==> src/verilog/csdm_pkg.sv <==
// constants, types and helpers shared by the clock manager and its controller
// assumes a single system clock; both ends import the whole package
package csdm_pkg;

    // ****************************************
    // factor and phase limits
    // ****************************************
    localparam int                FACT_W    = 6;
    localparam logic [5:0]        MULT_MIN  = 6'h02;
    localparam logic [5:0]        MULT_MAX  = 6'h20;
    localparam logic [5:0]        DIV_MIN   = 6'h01;
    localparam logic [5:0]        DIV_MAX   = 6'h20;
    localparam int                PHASE_W   = 9;
    localparam logic signed [8:0] PHASE_MAX = 9'sh0FF;
    localparam logic signed [8:0] PHASE_MIN = 9'sh101;

    // ****************************************
    // status bus layout
    // ****************************************
    localparam int STATUS_W      = 8;
    localparam int ST_PS_LIMIT   = 0;
    localparam int ST_REF_LOST   = 1;
    localparam int ST_SYNTH_STOP = 2;
    localparam int ST_CFG_ERR    = 3;
    localparam int ST_RANGE_ERR  = 4;
    localparam int ST_TAP_LIMIT  = 5;

    // ****************************************
    // timing counts
    // ****************************************
    localparam int LOW_MIN_HALF = 4;
    localparam int LOCK_EDGES   = 4;

    // ****************************************
    // controller register map and resets
    // ****************************************
    localparam logic [4:0] REG_CTRL   = 5'h00;
    localparam logic [4:0] REG_MULT   = 5'h04;
    localparam logic [4:0] REG_DIV    = 5'h08;
    localparam logic [4:0] REG_PHASE  = 5'h0C;
    localparam logic [4:0] REG_STEP   = 5'h10;
    localparam logic [4:0] REG_STATUS = 5'h14;
    localparam int         CTRL_RST   = 0;
    localparam int         CTRL_FB    = 1;
    localparam int         CTRL_RANGE = 2;
    localparam int         STEP_GO    = 0;
    localparam int         STEP_INC   = 1;
    localparam int         STAT_LOCK  = 8;
    localparam logic [2:0] CTRL_RESET = 3'h0;
    localparam logic [5:0] MULT_RESET = 6'h02;
    localparam logic [5:0] DIV_RESET  = 6'h01;
    localparam logic [8:0] PHASE_RESET = 9'h000;

    // ****************************************
    // types
    // ****************************************
    typedef enum logic {
        CSDM_RANGE_LOW  = 1'b0,
        CSDM_RANGE_HIGH = 1'b1
    } csdm_range_t;

    typedef enum logic [1:0] {
        CSDM_MEAS  = 2'b00,
        CSDM_TRACK = 2'b01,
        CSDM_LOCK  = 2'b11
    } csdm_state_t;

    function automatic logic csdm_mult_ok(input logic [5:0] m);
        return (m >= MULT_MIN) && (m <= MULT_MAX);
    endfunction

    function automatic logic csdm_div_ok(input logic [5:0] d);
        return (d >= DIV_MIN) && (d <= DIV_MAX);
    endfunction

    function automatic logic csdm_phase_ok(input logic signed [8:0] p);
        return (p >= PHASE_MIN) && (p <= PHASE_MAX);
    endfunction

endpackage

==> src/verilog/csdm_link_if.sv <==
// link between the clock manager and its controlling logic
// assumes both ends run on the same system clock
`timescale 1ns/1ns
interface csdm_link_if;
    import csdm_pkg::*;

    logic                ref_clk_in;
    logic                feedback_clk_in;
    logic                deskew_zero_phase_out;
    logic                synth_clk_out;
    logic                synth_clk_out_inverted;
    logic [FACT_W-1:0]   mult_factor;
    logic [FACT_W-1:0]   div_factor;
    csdm_range_t         synth_range_select;
    logic                fb_enable;
    logic [PHASE_W-1:0]  phase_fixed;
    logic                ps_step;
    logic                ps_inc;
    logic                mgr_rst;
    logic                locked;
    logic [STATUS_W-1:0] status;

    modport mgr (
        input  ref_clk_in,
        input  feedback_clk_in,
        input  mult_factor,
        input  div_factor,
        input  synth_range_select,
        input  fb_enable,
        input  phase_fixed,
        input  ps_step,
        input  ps_inc,
        input  mgr_rst,
        output deskew_zero_phase_out,
        output synth_clk_out,
        output synth_clk_out_inverted,
        output locked,
        output status
    );

    modport ctrl (
        output ref_clk_in,
        output feedback_clk_in,
        output mult_factor,
        output div_factor,
        output synth_range_select,
        output fb_enable,
        output phase_fixed,
        output ps_step,
        output ps_inc,
        output mgr_rst,
        input  deskew_zero_phase_out,
        input  synth_clk_out,
        input  synth_clk_out_inverted,
        input  locked,
        input  status
    );
endinterface

==> src/verilog/csdm_clock_manager.sv <==
// clock manager: deskew tap loop, fractional synthesizer, phase shifter, status
// assumes the reference and feedback arrive synchronous to clk
//
// Register access over Avalon-MM and the address map are this design's own decisions.
`timescale 1ns/1ns
module csdm_clock_manager
    import csdm_pkg::*;
#(
    parameter int TAPS       = 64,
    parameter int PER_W      = 16,
    parameter int LOCK_COUNT = LOCK_EDGES
) (
    input  wire logic clk,
    input  wire logic sys_rst,
    csdm_link_if.mgr  lk
);

    localparam int TAP_W = $clog2(TAPS);
    localparam int THR_W = PER_W + FACT_W;

    // ****************************************
    // reference sampling and period measure
    // ****************************************
    logic             ref_q;
    logic             ref_rise;
    logic [PER_W-1:0] per_cnt;
    logic [PER_W-1:0] per_meas;
    logic             ref_lost;

    assign ref_rise = lk.ref_clk_in & ~ref_q;

    always_ff @(posedge clk or posedge sys_rst) begin
        if (sys_rst) begin
            ref_q <= 1'b0;
        end else begin
            ref_q <= lk.ref_clk_in;
        end
    end

    always_ff @(posedge clk or posedge sys_rst) begin
        if (sys_rst) begin
            per_cnt  <= '0;
            per_meas <= '0;
            ref_lost <= 1'b0;
        end else if (lk.mgr_rst) begin
            per_cnt  <= '0;
            per_meas <= '0;
            ref_lost <= 1'b0;
        end else if (ref_rise) begin
            per_meas <= per_cnt + 1'b1;
            per_cnt  <= '0;
            ref_lost <= 1'b0;
        end else if (&per_cnt) begin
            ref_lost <= 1'b1;
        end else begin
            per_cnt <= per_cnt + 1'b1;
        end
    end

    // ****************************************
    // configuration checks
    // ****************************************
    logic             cfg_ok;
    logic [THR_W-1:0] thr;
    logic [THR_W-1:0] step2;
    logic             fast_ok;
    logic             range_ok;
    logic             synth_ok;

    assign cfg_ok   = csdm_mult_ok(lk.mult_factor) && csdm_div_ok(lk.div_factor);
    assign thr      = THR_W'(lk.div_factor) * THR_W'(per_meas);
    assign step2    = THR_W'({lk.mult_factor, 1'b0});
    assign fast_ok  = (per_meas != '0) && (thr >= step2);
    assign range_ok = (lk.synth_range_select == CSDM_RANGE_HIGH) ||
                      (thr >= THR_W'(step2 * THR_W'(LOW_MIN_HALF)));
    assign synth_ok = cfg_ok && fast_ok && range_ok && !ref_lost;

    // ****************************************
    // deskew tap line and phase detector
    // ****************************************
    logic [TAPS-1:0]  tap_line;
    logic [TAP_W-1:0] tap_sel;
    logic             fb_q;
    logic             fb_aligned;
    logic [3:0]       align_cnt;
    csdm_state_t      state;

    assign fb_aligned = lk.feedback_clk_in & ~fb_q;

    always_ff @(posedge clk or posedge sys_rst) begin
        if (sys_rst) begin
            tap_line                 <= '0;
            fb_q                     <= 1'b0;
            lk.deskew_zero_phase_out <= 1'b0;
        end else begin
            tap_line                 <= {tap_line[TAPS-2:0], lk.ref_clk_in};
            fb_q                     <= lk.feedback_clk_in;
            lk.deskew_zero_phase_out <= tap_line[tap_sel];
        end
    end

    always_ff @(posedge clk or posedge sys_rst) begin
        if (sys_rst) begin
            tap_sel <= '0;
        end else if (lk.mgr_rst || !lk.fb_enable) begin
            tap_sel <= '0;
        end else if (state != CSDM_MEAS && ref_rise && !fb_aligned) begin
            // one tap later per missed edge, wrapping past the top
            if (tap_sel == TAP_W'(TAPS - 1)) begin
                tap_sel <= '0;
            end else begin
                tap_sel <= tap_sel + 1'b1;
            end
        end
    end

    // ****************************************
    // lock state machine
    // ****************************************
    always_ff @(posedge clk or posedge sys_rst) begin
        if (sys_rst) begin
            state     <= CSDM_MEAS;
            align_cnt <= '0;
        end else if (lk.mgr_rst || !synth_ok) begin
            state     <= CSDM_MEAS;
            align_cnt <= '0;
        end else begin
            unique case (state)
                CSDM_MEAS: begin
                    align_cnt <= '0;
                    if (ref_rise) begin
                        state <= lk.fb_enable ? CSDM_TRACK : CSDM_LOCK;
                    end
                end
                CSDM_TRACK: begin
                    if (!lk.fb_enable) begin
                        state <= CSDM_LOCK;
                    end else if (ref_rise) begin
                        if (!fb_aligned) begin
                            align_cnt <= '0;
                        end else if (align_cnt == 4'(LOCK_COUNT - 1)) begin
                            state <= CSDM_LOCK;
                        end else begin
                            align_cnt <= align_cnt + 1'b1;
                        end
                    end
                end
                CSDM_LOCK: begin
                    if (lk.fb_enable && ref_rise && !fb_aligned) begin
                        state     <= CSDM_TRACK;
                        align_cnt <= '0;
                    end
                end
            endcase
        end
    end

    // ****************************************
    // phase shifter
    // ****************************************
    logic signed [8:0] ps_net;
    logic signed [9:0] ph_sum;
    logic signed [9:0] ph_clamp;
    logic [9:0]        ph_offset;

    always_ff @(posedge clk or posedge sys_rst) begin
        if (sys_rst) begin
            ps_net <= '0;
        end else if (lk.mgr_rst) begin
            ps_net <= '0;
        end else if (lk.ps_step) begin
            if (lk.ps_inc && ps_net != PHASE_MAX) begin
                ps_net <= ps_net + 9'sh001;
            end else if (!lk.ps_inc && ps_net != PHASE_MIN) begin
                ps_net <= ps_net - 9'sh001;
            end
        end
    end

    assign ph_sum = 10'(signed'(lk.phase_fixed)) + 10'(ps_net);

    always_comb begin
        if (ph_sum > 10'(PHASE_MAX)) begin
            ph_clamp = 10'(PHASE_MAX);
        end else if (ph_sum < 10'(PHASE_MIN)) begin
            ph_clamp = 10'(PHASE_MIN);
        end else begin
            ph_clamp = ph_sum;
        end
    end

    assign ph_offset = 10'(ph_clamp - 10'(PHASE_MIN));

    // ****************************************
    // frequency synthesizer
    // ****************************************
    logic [FACT_W-1:0] ref_cnt;
    logic [THR_W:0]    acc;
    logic [THR_W:0]    next_acc;
    logic              realign;

    assign realign  = ref_rise && (ref_cnt == '0);
    assign next_acc = acc + (THR_W + 1)'(step2);

    always_ff @(posedge clk or posedge sys_rst) begin
        if (sys_rst) begin
            ref_cnt <= '0;
        end else if (lk.mgr_rst || !synth_ok) begin
            ref_cnt <= '0;
        end else if (ref_rise) begin
            ref_cnt <= (ref_cnt == lk.div_factor - 1'b1) ? '0 : ref_cnt + 1'b1;
        end
    end

    always_ff @(posedge clk or posedge sys_rst) begin
        if (sys_rst) begin
            acc                       <= '0;
            lk.synth_clk_out          <= 1'b0;
            lk.synth_clk_out_inverted <= 1'b1;
        end else if (lk.mgr_rst || !synth_ok || state == CSDM_MEAS) begin
            acc                       <= '0;
            lk.synth_clk_out          <= 1'b0;
            lk.synth_clk_out_inverted <= 1'b1;
        end else if (realign) begin
            acc <= ((THR_W + 1)'(ph_offset) < (THR_W + 1)'(thr)) ? (THR_W + 1)'(ph_offset) : '0;
            lk.synth_clk_out          <= 1'b1;
            lk.synth_clk_out_inverted <= 1'b0;
        end else if (next_acc >= (THR_W + 1)'(thr)) begin
            acc                       <= next_acc - (THR_W + 1)'(thr);
            lk.synth_clk_out          <= ~lk.synth_clk_out;
            lk.synth_clk_out_inverted <= lk.synth_clk_out;
        end else begin
            acc <= next_acc;
        end
    end

    // ****************************************
    // status logic
    // ****************************************
    always_ff @(posedge clk or posedge sys_rst) begin
        if (sys_rst) begin
            lk.locked <= 1'b0;
            lk.status <= '0;
        end else if (lk.mgr_rst) begin
            lk.locked <= 1'b0;
            lk.status <= '0;
        end else begin
            lk.locked                   <= (state == CSDM_LOCK) && synth_ok;
            lk.status                   <= '0;
            lk.status[ST_PS_LIMIT]      <= (ps_net == PHASE_MAX) || (ps_net == PHASE_MIN);
            lk.status[ST_REF_LOST]      <= ref_lost;
            lk.status[ST_SYNTH_STOP]    <= !synth_ok;
            lk.status[ST_CFG_ERR]       <= !cfg_ok;
            lk.status[ST_RANGE_ERR]     <= cfg_ok && (!fast_ok || !range_ok);
            lk.status[ST_TAP_LIMIT]     <= lk.fb_enable && (tap_sel == TAP_W'(TAPS - 1));
        end
    end

endmodule

==> src/flat_wrapper.sv <==
// flat-port wrapper written by rule: the top's interface ports become plain ports
module csdm_clock_manager_flat import csdm_pkg::*;
#(
    parameter int TAPS       = 64,
    parameter int PER_W      = 16,
    parameter int LOCK_COUNT = LOCK_EDGES
)
  (clk, sys_rst, lk_ref_clk_in, lk_feedback_clk_in, lk_mult_factor, lk_div_factor, lk_synth_range_select, lk_fb_enable, lk_phase_fixed, lk_ps_step, lk_ps_inc, lk_mgr_rst, lk_deskew_zero_phase_out, lk_synth_clk_out, lk_synth_clk_out_inverted, lk_locked, lk_status);
  csdm_link_if lk_i ();
  input  wire logic clk;
  input  wire logic sys_rst;
  input wire logic [$bits(lk_i.ref_clk_in)-1:0] lk_ref_clk_in;
  input wire logic [$bits(lk_i.feedback_clk_in)-1:0] lk_feedback_clk_in;
  input wire logic [$bits(lk_i.mult_factor)-1:0] lk_mult_factor;
  input wire logic [$bits(lk_i.div_factor)-1:0] lk_div_factor;
  input wire logic [$bits(lk_i.synth_range_select)-1:0] lk_synth_range_select;
  input wire logic [$bits(lk_i.fb_enable)-1:0] lk_fb_enable;
  input wire logic [$bits(lk_i.phase_fixed)-1:0] lk_phase_fixed;
  input wire logic [$bits(lk_i.ps_step)-1:0] lk_ps_step;
  input wire logic [$bits(lk_i.ps_inc)-1:0] lk_ps_inc;
  input wire logic [$bits(lk_i.mgr_rst)-1:0] lk_mgr_rst;
  output wire logic [$bits(lk_i.deskew_zero_phase_out)-1:0] lk_deskew_zero_phase_out;
  output wire logic [$bits(lk_i.synth_clk_out)-1:0] lk_synth_clk_out;
  output wire logic [$bits(lk_i.synth_clk_out_inverted)-1:0] lk_synth_clk_out_inverted;
  output wire logic [$bits(lk_i.locked)-1:0] lk_locked;
  output wire logic [$bits(lk_i.status)-1:0] lk_status;
  assign lk_i.ref_clk_in = lk_ref_clk_in;
  assign lk_i.feedback_clk_in = lk_feedback_clk_in;
  assign lk_i.mult_factor = lk_mult_factor;
  assign lk_i.div_factor = lk_div_factor;
  assign lk_i.synth_range_select = lk_synth_range_select;
  assign lk_i.fb_enable = lk_fb_enable;
  assign lk_i.phase_fixed = lk_phase_fixed;
  assign lk_i.ps_step = lk_ps_step;
  assign lk_i.ps_inc = lk_ps_inc;
  assign lk_i.mgr_rst = lk_mgr_rst;
  assign lk_deskew_zero_phase_out = lk_i.deskew_zero_phase_out;
  assign lk_synth_clk_out = lk_i.synth_clk_out;
  assign lk_synth_clk_out_inverted = lk_i.synth_clk_out_inverted;
  assign lk_locked = lk_i.locked;
  assign lk_status = lk_i.status;
  csdm_clock_manager #(.TAPS(TAPS), .PER_W(PER_W), .LOCK_COUNT(LOCK_COUNT)) u_core (.clk(clk), .sys_rst(sys_rst), .lk(lk_i));
endmodule
==> config.mk <==
export PLATFORM = sky130hd
export DESIGN_NAME = csdm_clock_manager_flat
export DESIGN_NICKNAME = d
export VERILOG_FILES = /design/src/verilog/csdm_pkg.sv /design/src/verilog/csdm_link_if.sv /design/src/verilog/csdm_clock_manager.sv /design/src/flat_wrapper.sv
export SDC_FILE = /design/constraint.sdc
export NUM_CORES = 1
export LEC_CHECK = 0
export BUFFER_PORTS_ARGS = -buffer_cell sky130_fd_sc_hd__buf_2
export CORE_ASPECT_RATIO = 0.9
export CORE_MARGIN = 3
export CORE_UTILIZATION = 60
export DETAILED_ROUTE_END_ITERATION = 12
export PLACE_DENSITY = 0.77
export RECOVER_POWER = 50
export SLEW_MARGIN = 15
export SYNTH_ARGS = -nofsm -noshare
export SYNTH_HDL_FRONTEND = slang
export SYNTH_SLANG_ARGS = --single-unit
==> constraint.sdc <==
create_clock -name clk -period 6.67 [get_ports clk]
set_clock_uncertainty 0.05 [all_clocks]
set_input_delay 0.667 -clock clk [delete_from_list [all_inputs] [get_ports clk]]
set_output_delay 0.667 -clock clk [all_outputs]
set_load 0.02 [all_outputs]
### Word-level counts from Yosys, hierarchy flattened

Cells that the tools add are included.

* add/sub/neg operators: 11
* multipliers: 1
* $lt $le $gt $ge: 11
* eq/ne operators: 18
* muxes and demuxes: 50
* bitwise logic cells: 5
* reduce and logical (&&, ||, !) cells: 46

Operator list (number)
* 16-bit 2-to-1 mux: 5
* 23-bit 2-to-1 mux: 3
* 6-bit 2-to-1 mux: 7
* 9-bit 2-to-1 mux: 4
* 10-bit 2-to-1 mux: 3
* 4-bit 2-to-1 mux: 6
* 23-bit by 7-bit adder with 23-bit output: 1
* 23-bit by 22-bit greater-or-equal comparator with 1-bit output: 1
* 23-bit by 22-bit subtractor with 23-bit output: 1
* 22-bit by 7-bit greater-or-equal comparator with 1-bit output: 1
* 22-bit by 9-bit greater-or-equal comparator with 1-bit output: 1
* 10-bit by 22-bit less-than comparator with 1-bit output: 1
* 6-bit by 16-bit multiplier with 22-bit output: 1
* 9-bit == test (second input constant): 2
* 9-bit != test (second input constant): 2
* 1-bit logical AND: 17
* 16-bit by 1-bit adder with 16-bit output (second input constant): 1
* 2-bit 2-to-1 mux: 8
* 16-bit AND reduction: 1
* 16-bit nonzero test: 1
* 6-bit by 1-bit adder with 6-bit output (second input constant): 2
* 6-bit <= comparator (second input constant): 2
* 4-bit by 2-bit != test with 1-bit output (second input constant): 3
* 4-bit case mux with 3 select lines: 1
* 33 further kinds: 67

* register bits: 159
* output and inout port bits: 12

### Longest topological paths before layout

Gate-level depths: netlist of the first run.

* depth in word-level cells: 10
* depth in mapped cells: 30

### Worst setup path after synthesis of the first run

Ideal clock, no wire load.

* path type: input to register
* start: in lk_div_factor[5]
* end: reg u_core.acc[6]
* library setup time: 0.146 ns
* arrival time: 6.493 ns
* data required time: 6.474 ns
* setup slack: -0.019 ns
* cell stages on the path: 27
* path buffers: 4
* cell sequence: clkbuf_1 clkbuf_1 and2_1 fa_1 fa_1 inv_1 fa_1 inv_1 ha_1 a21o_1 a31o_1 and2_4 a31o_4 xnor2_1 ha_1 a2111oi_0 o21ai_0 o21ai_0 o221ai_1 o311ai_1 o311ai_1 a21o_1 a31o_2 buf_4 buf_4 o21ai_0 a22oi_2

* cells in the longest elaborated chain, start to end: 10
* elaborated cells between the ends (all ways): 22

RTL lines
* from (decl): RTL line flat_wrapper.sv:15 `input wire logic [$bits(lk_i.div_factor)-1:0] lk_div_factor;`
* 6-bit by 16-bit multiplier with 22-bit output, or another cell as far along: RTL line csdm_clock_manager.sv:71 `assign thr = THR_W'(lk.div_factor) * THR_W'(per_meas);`
* 22-bit by 7-bit greater-or-equal comparator with 1-bit output / 1-bit logical AND (equally long branches): RTL line csdm_clock_manager.sv:73, csdm_pkg.sv:73
* 1-bit logical AND (on tied branches): RTL line csdm_clock_manager.sv:73, csdm_clock_manager.sv:70
* 1-bit logical AND (3 in series): RTL line csdm_clock_manager.sv:76 `assign synth_ok = cfg_ok && fast_ok && range_ok && !ref_lost;`
* 1-bit zero test: RTL line csdm_clock_manager.sv:220 `end else if (lk.mgr_rst || !synth_ok || state == CSDM_MEAS) begin`
* 1-bit logical OR (2 in series): RTL line csdm_clock_manager.sv:220
* 23-bit 2-to-1 mux *: RTL line csdm_clock_manager.sv:220
* to (signal assigned): RTL line csdm_clock_manager.sv:225 `acc <= ((THR_W + 1)'(ph_offset) < (THR_W + 1)'(thr)) ? (THR_W + 1)'(ph_offset) : '0;`
* to (signal assigned): RTL line csdm_clock_manager.sv:229 `acc <= next_acc - (THR_W + 1)'(thr);`
* to (signal assigned): RTL line csdm_clock_manager.sv:233 `acc <= next_acc;`
* to (decl): RTL line csdm_clock_manager.sv:198 `logic [THR_W:0] acc;`

Mark *: on every way between the ends. The rest lies on a longest branch, timed or not.
A chain may end at the register's enable or synchronous reset.

### Worst setup path in the final report of the first run

* start: reg u_core.per_meas[2]
* end: reg u_core.acc[2]

* cells in the longest elaborated chain, start to end: 10
* elaborated cells between the ends (all ways): 19

RTL lines
* from (decl): RTL line csdm_clock_manager.sv:27 `logic [PER_W-1:0] per_meas;`
* from (signal assigned): RTL line csdm_clock_manager.sv:50 `per_meas <= per_cnt + 1'b1;`
* 6-bit by 16-bit multiplier with 22-bit output: RTL line csdm_clock_manager.sv:71
* 22-bit by 7-bit greater-or-equal comparator with 1-bit output: RTL line csdm_clock_manager.sv:73 `assign fast_ok = (per_meas != '0) && (thr >= step2);`
* 1-bit logical AND: RTL line csdm_clock_manager.sv:73
* 1-bit logical AND (3 in series): RTL line csdm_clock_manager.sv:76
* 1-bit zero test: RTL line csdm_clock_manager.sv:220
* 1-bit logical OR (2 in series): RTL line csdm_clock_manager.sv:220
* 23-bit 2-to-1 mux *: RTL line csdm_clock_manager.sv:220

Marks and branches as above.

==> impl.org, run 1 <==
** Outcome
- Outcome :: finished, violations left
- Violated checks :: max-capacitance violations, max-slew violations

** Layout
- Number of nets at the end of the flow :: 1590
- The filler cells instantiated in the layout total 1573.
- Diode count :: 0
- From synthesis to final layout, the design area changed by 9.45%.
- Ratio of cells with drive above 1 in the final layout :: 0.106
- Share of the core filled with cells in the final layout :: 0.685

** Clock network
- For the worst-skew pair, the clock arrives at the later sink with an insertion delay of 0.44 ns.
- For this design, the sink count on the clock tree is 158.
- Total CTS buffers :: 17
- Clock-pin slew was measured on the worst setup and hold paths at 0.07 ns.
- Counting along the longest clock path gives a buffer depth of 2.
- Root buf cell :: clkbuf_16
- TritonCTS clock tree :: built
- Number of levels in the clock H-tree :: 4
- After clock tree synthesis, the flow added hold-fix buffers numbering 0.

** Logic synthesis
- The mapped netlist covers 0.0128 mm².
- For this run, the number of Yosys warnings is 0.
- Number of flops mapped to enable cells by yosys :: 0
- For this run, asynchronously set or reset flops after synthesis account for 1.00.
- Summed over all instances, the cell type with the most area after synthesis is dfrtp_1.
- Flip-flop and latch count after synthesis :: 158
- For this run, the register share of the synthesized area comes to 0.310.
- Area share of the largest cell type after synthesis :: 0.308
- Main area contributors after synthesis :: dfrtp_1, ha_1, fa_1
- Synthesis instantiated 77 different standard cells from the library.
- The most used flip-flop cell after synthesis is dfrtp_1.
- After synthesis, the mean cell area works out to 9.45 µm².
- After technology mapping, the gate count stands at 1351.

** Critical path
- Arrival time of data at the critical path endpoint :: 6.58 ns
- Maximum fanout count along the critical path :: 12
- Critical path class :: reg -> reg
- STA puts the critical path data required time at 6.91 ns.
- Critical path, cell by cell :: and2_1, fa_1, fa_1, inv_1, fa_1, inv_1, ha_1, a21o_1, a31o_1, and2_4, a31o_4, xnor2_1, ha_1, a2111oi_0, o21ai_0, o21ai_0, o221ai_1, o311ai_1, o311ai_2, a21o_1, a31o_2, buf_4, o21ai_1, a22oi_2
- The worst setup path is launched from a flip-flop.
- The slowest stage of the critical path is the fa_1 cell.
- In this design, the stage delay of the slowest critical-path cell is 0.56 ns.
- By instance count, the cell type seen most on the critical path is fa_1.
- Endpoint class of the critical path :: flip-flop

** Floorplan
- Ports placed on the boundary :: 42
- Die extent in y :: 144 µm
- Starting Density :: 0.626
- Die extent in x :: 160 µm
- Area of the die :: 0.0231 mm²
- Num rows :: 49
- After floorplanning, the core was sized to cover 0.0204 mm².

** Timing
- Max transition margin :: -1.90
- Final hold violation count :: 0
- Setup violations remaining at the end of the flow were counted as 0.
- Hold Worst Slack :: 0.312 ns
- Final total negative setup slack :: 0 ns
- Final clock period utilization by the worst path :: 0.951
- Post-layout min period :: 6.34 ns
- Max-slew violations :: 138
- RSZ-0062 raised after global routing :: no
- For the pin with the worst max-slew slack, the measured transition is 4.33 ns.
- Fmax :: 158 MHz

** Pwr
- After layout, the design draws a total of 3010 µW.
- Power density normalized to cell area :: 215 mW/mm²
- Across the VDD grid, the largest voltage drop is 0.000193 V.
- Summed over all cells, the static leakage comes to 0.00636 µW.

** GRT
- Total global-route track usage :: 0.259
- Initial antenna violation count :: 0
- Global routing finished with a remaining overflow of 0.
- The first global-routing pass estimated 48600 µm of wire.
- Entering global routing, the biggest net connects 101 pins.
- The via count of the first global-routing pass came to 9957.

** Route
- Vias post-DR :: 9997
- For this run, design rule violations remaining after detail routing come to 0.
- The detailed router finished its first iteration with 742 violations.
- Antenna violation net count after detailed routing :: 0
- First-pass iteration count of the detailed router :: 5
- In the final routed layout, each cell accounts on average for 17.0 µm.
- Average vias per placed instance :: 5.92
- WL final :: 28700 µm

** Worst hold path
- The worst hold path belongs to the class in -> reg.

** Place
- Final Wtd Congestion :: 0.892
- Port Buf Inserts :: 39
- Post-detailed-placement half-perimeter wirelength :: 22000 µm

** Flow run
- The tool flagged a number of max-cap violations equal to 2.
power breakdown:
part	switching, µW	internal (µW)	total (µW)
logic	600	417	1020
clock network	470	504	973
registers	30.8	989	1020
layout make-up:
cell class                      instances  area [µm²]  share of cell area
Tap cell                              280         350              0.0251
Clock inverter                         15         175              0.0125
Clock buffer                           17         425              0.0304
Inverter                               91         343              0.0245
Multi-Input combinational cell       1054        8260               0.591
Sequential cell                       158        3960               0.283
Timing Repair Buffer                   74         465              0.0333
layer usage:
metal / vias up / routed length [µm] / track usage
met5: - / 0 / 0
met4: 0 / 509 / 0.0731
met3: 40 / 1600 / 0.0424
met2: 268 / 12900 / 0.410
met1: 4848 / 13600 / 0.374
li1: 4841 / - / -
synthesized netlist by cell type, types with 27 or more instances:
library cell / n
nand2_1: 95
ha_1: 103
xnor2_1: 58
a211oi_1: 27
dfrtp_1: 157
inv_1: 91
xor2_1: 41
nand3_1: 35
a21oi_1: 90
o21ai_0: 48
fa_1: 61
and2_1: 84
clkbuf_1: 33
nor2_1: 114
what timing repair did:
| item | in CTS | in global routing |
|---|---|---|
| buffers inserted | 0 | 1 |
| gates resized for setup | 0 | 9 |
| setup endpoints to repair | 0 | 9 |
through the flow:
| step | cell area (µm²) | instances | setup slack, ns |
|---|---|---|---|
| final | 14000 | 1689 | 0.330 |
| after global routing | 14000 | 1689 | 0.000548 |
| after CTS | 14000 | 1688 | 0.253 |
| after global placement | 13400 | 1656 | 0.00821 |
| after detailed placement | 13400 | 1656 | -0.0670 |
| after floorplan | 12800 | 1352 | 0.000295 |
final timing paths:
path                                        to  slack, ns                 from  cells after the start
max in group asynchronous   u_core.per_meas[3]       2.94              sys_rst                      3
min reg2reg                u_core.tap_line[57]       0.32  u_core.tap_line[56]                      0
max reg2reg                      u_core.acc[2]       0.33   u_core.per_meas[2]                     24
min in group asynchronous  u_core.tap_line[31]       1.49              sys_rst                      2
min                                u_core.fb_q       0.31   lk_feedback_clk_in                      1
max                              u_core.acc[2]       0.33   u_core.per_meas[2]                     24
registers in the layout (all words and copies together) (netlist names), 2 cells and up:
| register | cells |
|---|---|
| u_core.state | 2 |
| u_core.tap_sel | 6 |
| u_core.lk.status | 6 |
| u_core.tap_line | 64 |
| u_core.per_cnt | 16 |
| u_core.ps_net | 9 |
| u_core.ref_cnt | 6 |
| u_core.per_meas | 16 |
| u_core.acc | 23 |
| u_core.align_cnt | 4 |
cell families after synthesis:
logic type,count (synthesis),synth area share
AND/OR/NAND/NOR,459,0.181
AO/OA/AOI/OAI,290,0.154
adder cells (fa/ha/maj),166,0.198
flip-flops,158,0.310
buffers and inverters,140,0.0450
XOR/XNOR,99,0.0679
multiplexers,38,0.0437
other,1,0.000294
critical path: cells and delay by family, from the launching register on:
family                   cells  cell delay, ns
flip-flops                   1            0.46
adder cells (fa/ha/maj)      5            2.15
AO/OA/AOI/OAI               13            2.65
AND/OR/NAND/NOR              2            0.38
XOR/XNOR                     1            0.20
buffers and inverters        3            0.31
layout by cell type, fill, tap and decap left out, types with 35 or more instances in the layout:
| cell | instances |
|---|---|
| and2_1 | 84 |
| inv_1 | 90 |
| o21ai_0 | 43 |
| nor2_1 | 114 |
| dfrtp_1 | 155 |
| a21oi_1 | 90 |
| fa_1 | 61 |
| nand2_1 | 95 |
| buf_2 | 35 |
| xor2_1 | 41 |
| xnor2_1 | 58 |
| ha_1 | 103 |
| nand3_1 | 35 |
Power figures use the tool's default switching activity.
==> inputs of run 2 (changes only) <==
--- a/config.mk
+++ b/config.mk
@@ -6,11 +6,13 @@
 export NUM_CORES = 1
 export LEC_CHECK = 0
 export BUFFER_PORTS_ARGS = -buffer_cell sky130_fd_sc_hd__buf_2
+export CELL_PAD_IN_SITES_DETAIL_PLACEMENT = 1
+export CELL_PAD_IN_SITES_GLOBAL_PLACEMENT = 2
 export CORE_ASPECT_RATIO = 0.9
 export CORE_MARGIN = 3
-export CORE_UTILIZATION = 60
+export CORE_UTILIZATION = 41
 export DETAILED_ROUTE_END_ITERATION = 12
-export PLACE_DENSITY = 0.77
+export PLACE_DENSITY_LB_ADDON = 0.1
 export RECOVER_POWER = 50
 export SLEW_MARGIN = 15
 export SYNTH_ARGS = -nofsm -noshare
==> run 2 against run 1 <==
The run still ends with max-capacitance violations, max-slew violations left; combinational power up 5%; total power up 3.2%; worst setup slack better by 0.043 ns; design area up 2.8%; clock-buffer cell count unchanged; critical path depth up 1; flip-flop and latch count unchanged; cell count up 8.5%; sequential power about the same; utilization down 21 points.
==> impl.org, run 2 (synthesis gave the netlist of run 1 again) <==
** Outcome
- Outcome: finished, violations left (unchanged).
- Violated checks :: max-capacitance violations, max-slew violations (unchanged)

** Layout
- The number of antenna cells inserted came to 0 (unchanged).
- Growth of design area from synthesis to finish :: 12.6% (was 9.45%)
- The fraction of final layout cells sized beyond drive strength 1 was 0.122 (was 0.106).
- Most frequent standard cell in the layout excluding fill and tap cells :: dfrtp_1 (unchanged)
- Number of flip-flops under the largest register name :: 64 (unchanged)
- The core utilization of the finished layout was 0.475 (was 0.685).
- Largest registers :: u_core.tap_line (64), u_core.acc (23) (unchanged)
- Number of nets at the end of the flow :: 1611 (was 1590)
- Leading cell types in the layout, fill and taps excluded :: dfrtp_1, nor2_1, ha_1 (unchanged)
- Register ranked first by flip-flop count :: u_core.tap_line (unchanged)

** Worst hold path
- The class of the tightest hold or removal check was reg -> reg (was in -> reg).
- Sink of the worst hold path :: u_core.tap_line[25] (was u_core.fb_q)
- Hold wc startpoint :: u_core.tap_line[24] (was lk_feedback_clk_in)
- WHS Path Cells :: 0 (was 1)

** Timing
- The post-route setup TNS came to 0 ns (unchanged).
- The worst-margin pin slew is 4.75 ns (was 4.33 ns).
- Final clock period utilization by the worst path :: 0.944 (was 0.951)
- The number of hold-slack violations in the final timing report is 0 (unchanged).
- The count of final max-slew check failures was 147 (was 138).
- Post-layout min period :: 6.30 ns (was 6.34 ns)
- The worst relative slew slack came to -2.19 (was -1.90).
- The final count of negative-setup-slack endpoints was 0 (unchanged).
- The highest achievable clock rate came to 159 MHz (was 158 MHz).

** Critical path
- The data arrival time of the critical path was 6.62 ns (was 6.58 ns).
- The worst setup path category is reg -> reg (unchanged).
- The required time of the worst setup path came to 6.99 ns (was 6.91 ns).
- Sort of element at the start of the critical path :: flip-flop (unchanged)
- The highest fanout seen on the critical path is 8 (was 12).
- The endpoint type of the worst setup path was a flip-flop (unchanged).
- Minimum setup slack among reg-to-reg paths :: 0.37 ns (was 0.33 ns)
- The endpoint of the lowest-slack register-to-register path is u_core.lk.synth_clk_out (was u_core.acc[2]).
- Worst R2R Path Depth :: 25 (was 24)
- The launch instance of the worst register-to-register path was u_core.per_meas[3] (was u_core.per_meas[2]).
- The critical path launch point is u_core.per_meas[3] (was u_core.per_meas[2]).

** GRT
- Largest net degree at the start of global routing :: 110 (was 101)
- Via count of the first global-routing pass :: 10500 (was 9957)
- Total global-route track usage :: 0.205 (was 0.259)
- The wire length of the first global-routing pass is 55500 µm (was 48600 µm).
- Final global-route overflow total :: 0 (unchanged)
- Initial antenna violation count :: 0 (unchanged)

** Pwr
- Clock power frac :: 0.328 (was 0.323)
- Share of power burned in combinational logic :: 0.343 (was 0.338)
- Power density normalized to cell area :: 216 mW/mm² (was 215 mW/mm²)
- The cell-internal power was 1980 µW (was 1910 µW).
- The sequential share of power is 0.328 (was 0.339).
- Switching portion of total power :: 0.363 (was 0.366)
- Static leakage :: 0.00650 µW (was 0.00636 µW)
- Sw power :: 1130 µW (was 1100 µW)
- The highest ir drop seen on vdd is 0.000216 V (was 0.000193 V).

** Clock network
- The TritonCTS sink count was 158 (unchanged).
- Number of buffers inserted by hold repair at cts :: 0 (unchanged)
- The clock tree buffer depth was 2 (unchanged).
- The master cell of the clock root buffer is clkbuf_16 (unchanged).
- Total CTS buffers :: 17 (unchanged)
- Number of levels in the clock H-tree :: 4 (unchanged)
- The CTS tree is built (unchanged).
- CTS clock-pin slew for the worst setup and hold paths :: 0.07 ns (about the same)
- Clock latency reported for the late side of the worst-skew pair :: 0.44 ns (about the same)

** Floorplan
- The site row count is 60 (was 49).
- Starting Density :: 0.422 (was 0.626)
- The top-level port count was 42 (unchanged).
- The die footprint was 0.0333 mm² (was 0.0231 mm²).
- The die boundary width came to 192 µm (was 160 µm).
- The die height is 173 µm (was 144 µm).
- The floorplan core area was 0.0303 mm² (was 0.0204 mm²).

** Route
- The number of remaining DRC errors is 0 (unchanged).
- Antenna violation net count after detailed routing :: 0 (unchanged)
- Mean routed wirelength per cell :: 18.2 µm (was 17.0 µm)
- The total routed wirelength was 33500 µm (was 28700 µm).
- Initial DRC Count :: 444 (was 742)
- The via-per-instance ratio came to 5.41 (was 5.92).
- First-pass iteration count of the detailed router :: 4 (was 5)
- Vias post-DR :: 9921 (was 9997)

** Place
- The placed wire-length estimate is 26100 µm (was 22000 µm).
- Final Wtd Congestion :: 0.849 (was 0.892)
- Port Buf Inserts :: 39 (unchanged)

** Flow run
- The count of max-cap constraint violations was 2 (unchanged).
## run 2: how the worst max path moves through the flow
stage	endpoint	cells after the start
2_1_floorplan	u_core.acc[6]	27
3_3_place_gp	u_core.acc[4]	25
3_5_place_dp	u_core.acc[14]	25
4_1_cts	u_core.acc[4]	23
5_1_grt	u_core.acc[5]	26
6_report	u_core.lk.synth_clk_out	25
## run 2: worst max-delay path, stage by stage (launching register included)
cell and delay [ns]:
dfrtp_2 0.47, and2_1 0.20, fa_1 0.47, fa_1 0.55
inv_1 0.05, fa_1 0.52, inv_1 0.04, ha_1 0.30
buf_4 0.16, o21ai_0 0.25, nor2_1 0.07, a21oi_1 0.18
inv_1 0.12, ha_1 0.38, o21ai_0 0.17, nor2_1 0.09
nor4b_1 0.37, buf_4 0.18, o221ai_1 0.15, o311ai_1 0.15
o311ai_2 0.18, a21o_1 0.20, a31o_2 0.32, buf_12 0.15
a311oi_2 0.26, o31a_1 0.18
## run 2: metrics by stage
step | cells | worst slack (ns) | cell area, µm² | total power [µW] | hold slack [ns]
after global routing | 1833 | -0.000861 | 14400 | 3330 | 0.318
after floorplan | 1352 | 0.000295 | 12800 | 1780 | 0.299
after CTS | 1830 | 0.235 | 14300 | 3140 | 0.286
final | 1833 | 0.373 | 14400 | 3110 | 0.323
after detailed placement | 1798 | -0.215 | 13700 | 2090 | 0.308
after global placement | 1798 | -0.186 | 13700 | 2070 | 0.304
## run 2: area by class of cell
class / instances / area (µm²)
inverter: 91 / 343
timing repair buffer: 95 / 661
tap: 403 / 504
sequential: 158 / 3960
multi-input combinational: 1054 / 8290
fill: 3476 / 15900
clock inverter: 15 / 195
clock buffer: 17 / 425
## run 2: routing by layer
layer / wire (µm) / vias to the layer above / track usage
met5: 0 / - / 0
met3: 628 / 18 / 0.0283
met4: 265 / 0 / 0.0352
met2: 15100 / 79 / 0.322
li1: - / 4866 / -
met1: 17500 / 4958 / 0.307
## run 2: power by group through the flow
stage | combinational [µW] | clock [µW] | sequential, µW
floorplan | 748 | 0 | 1030
global placement | 1040 | 0 | 1040
detailed placement | 1060 | 0 | 1040
CTS | 1070 | 1050 | 1020
global route | 1210 | 1090 | 1030
finish | 1070 | 1020 | 1020
## run 2: timing repair
item / 4_1_cts / 5_1_grt
setup endpoints to repair: 0 / 24
gates resized for setup: 0 / 12
buffers inserted: 0 / 3
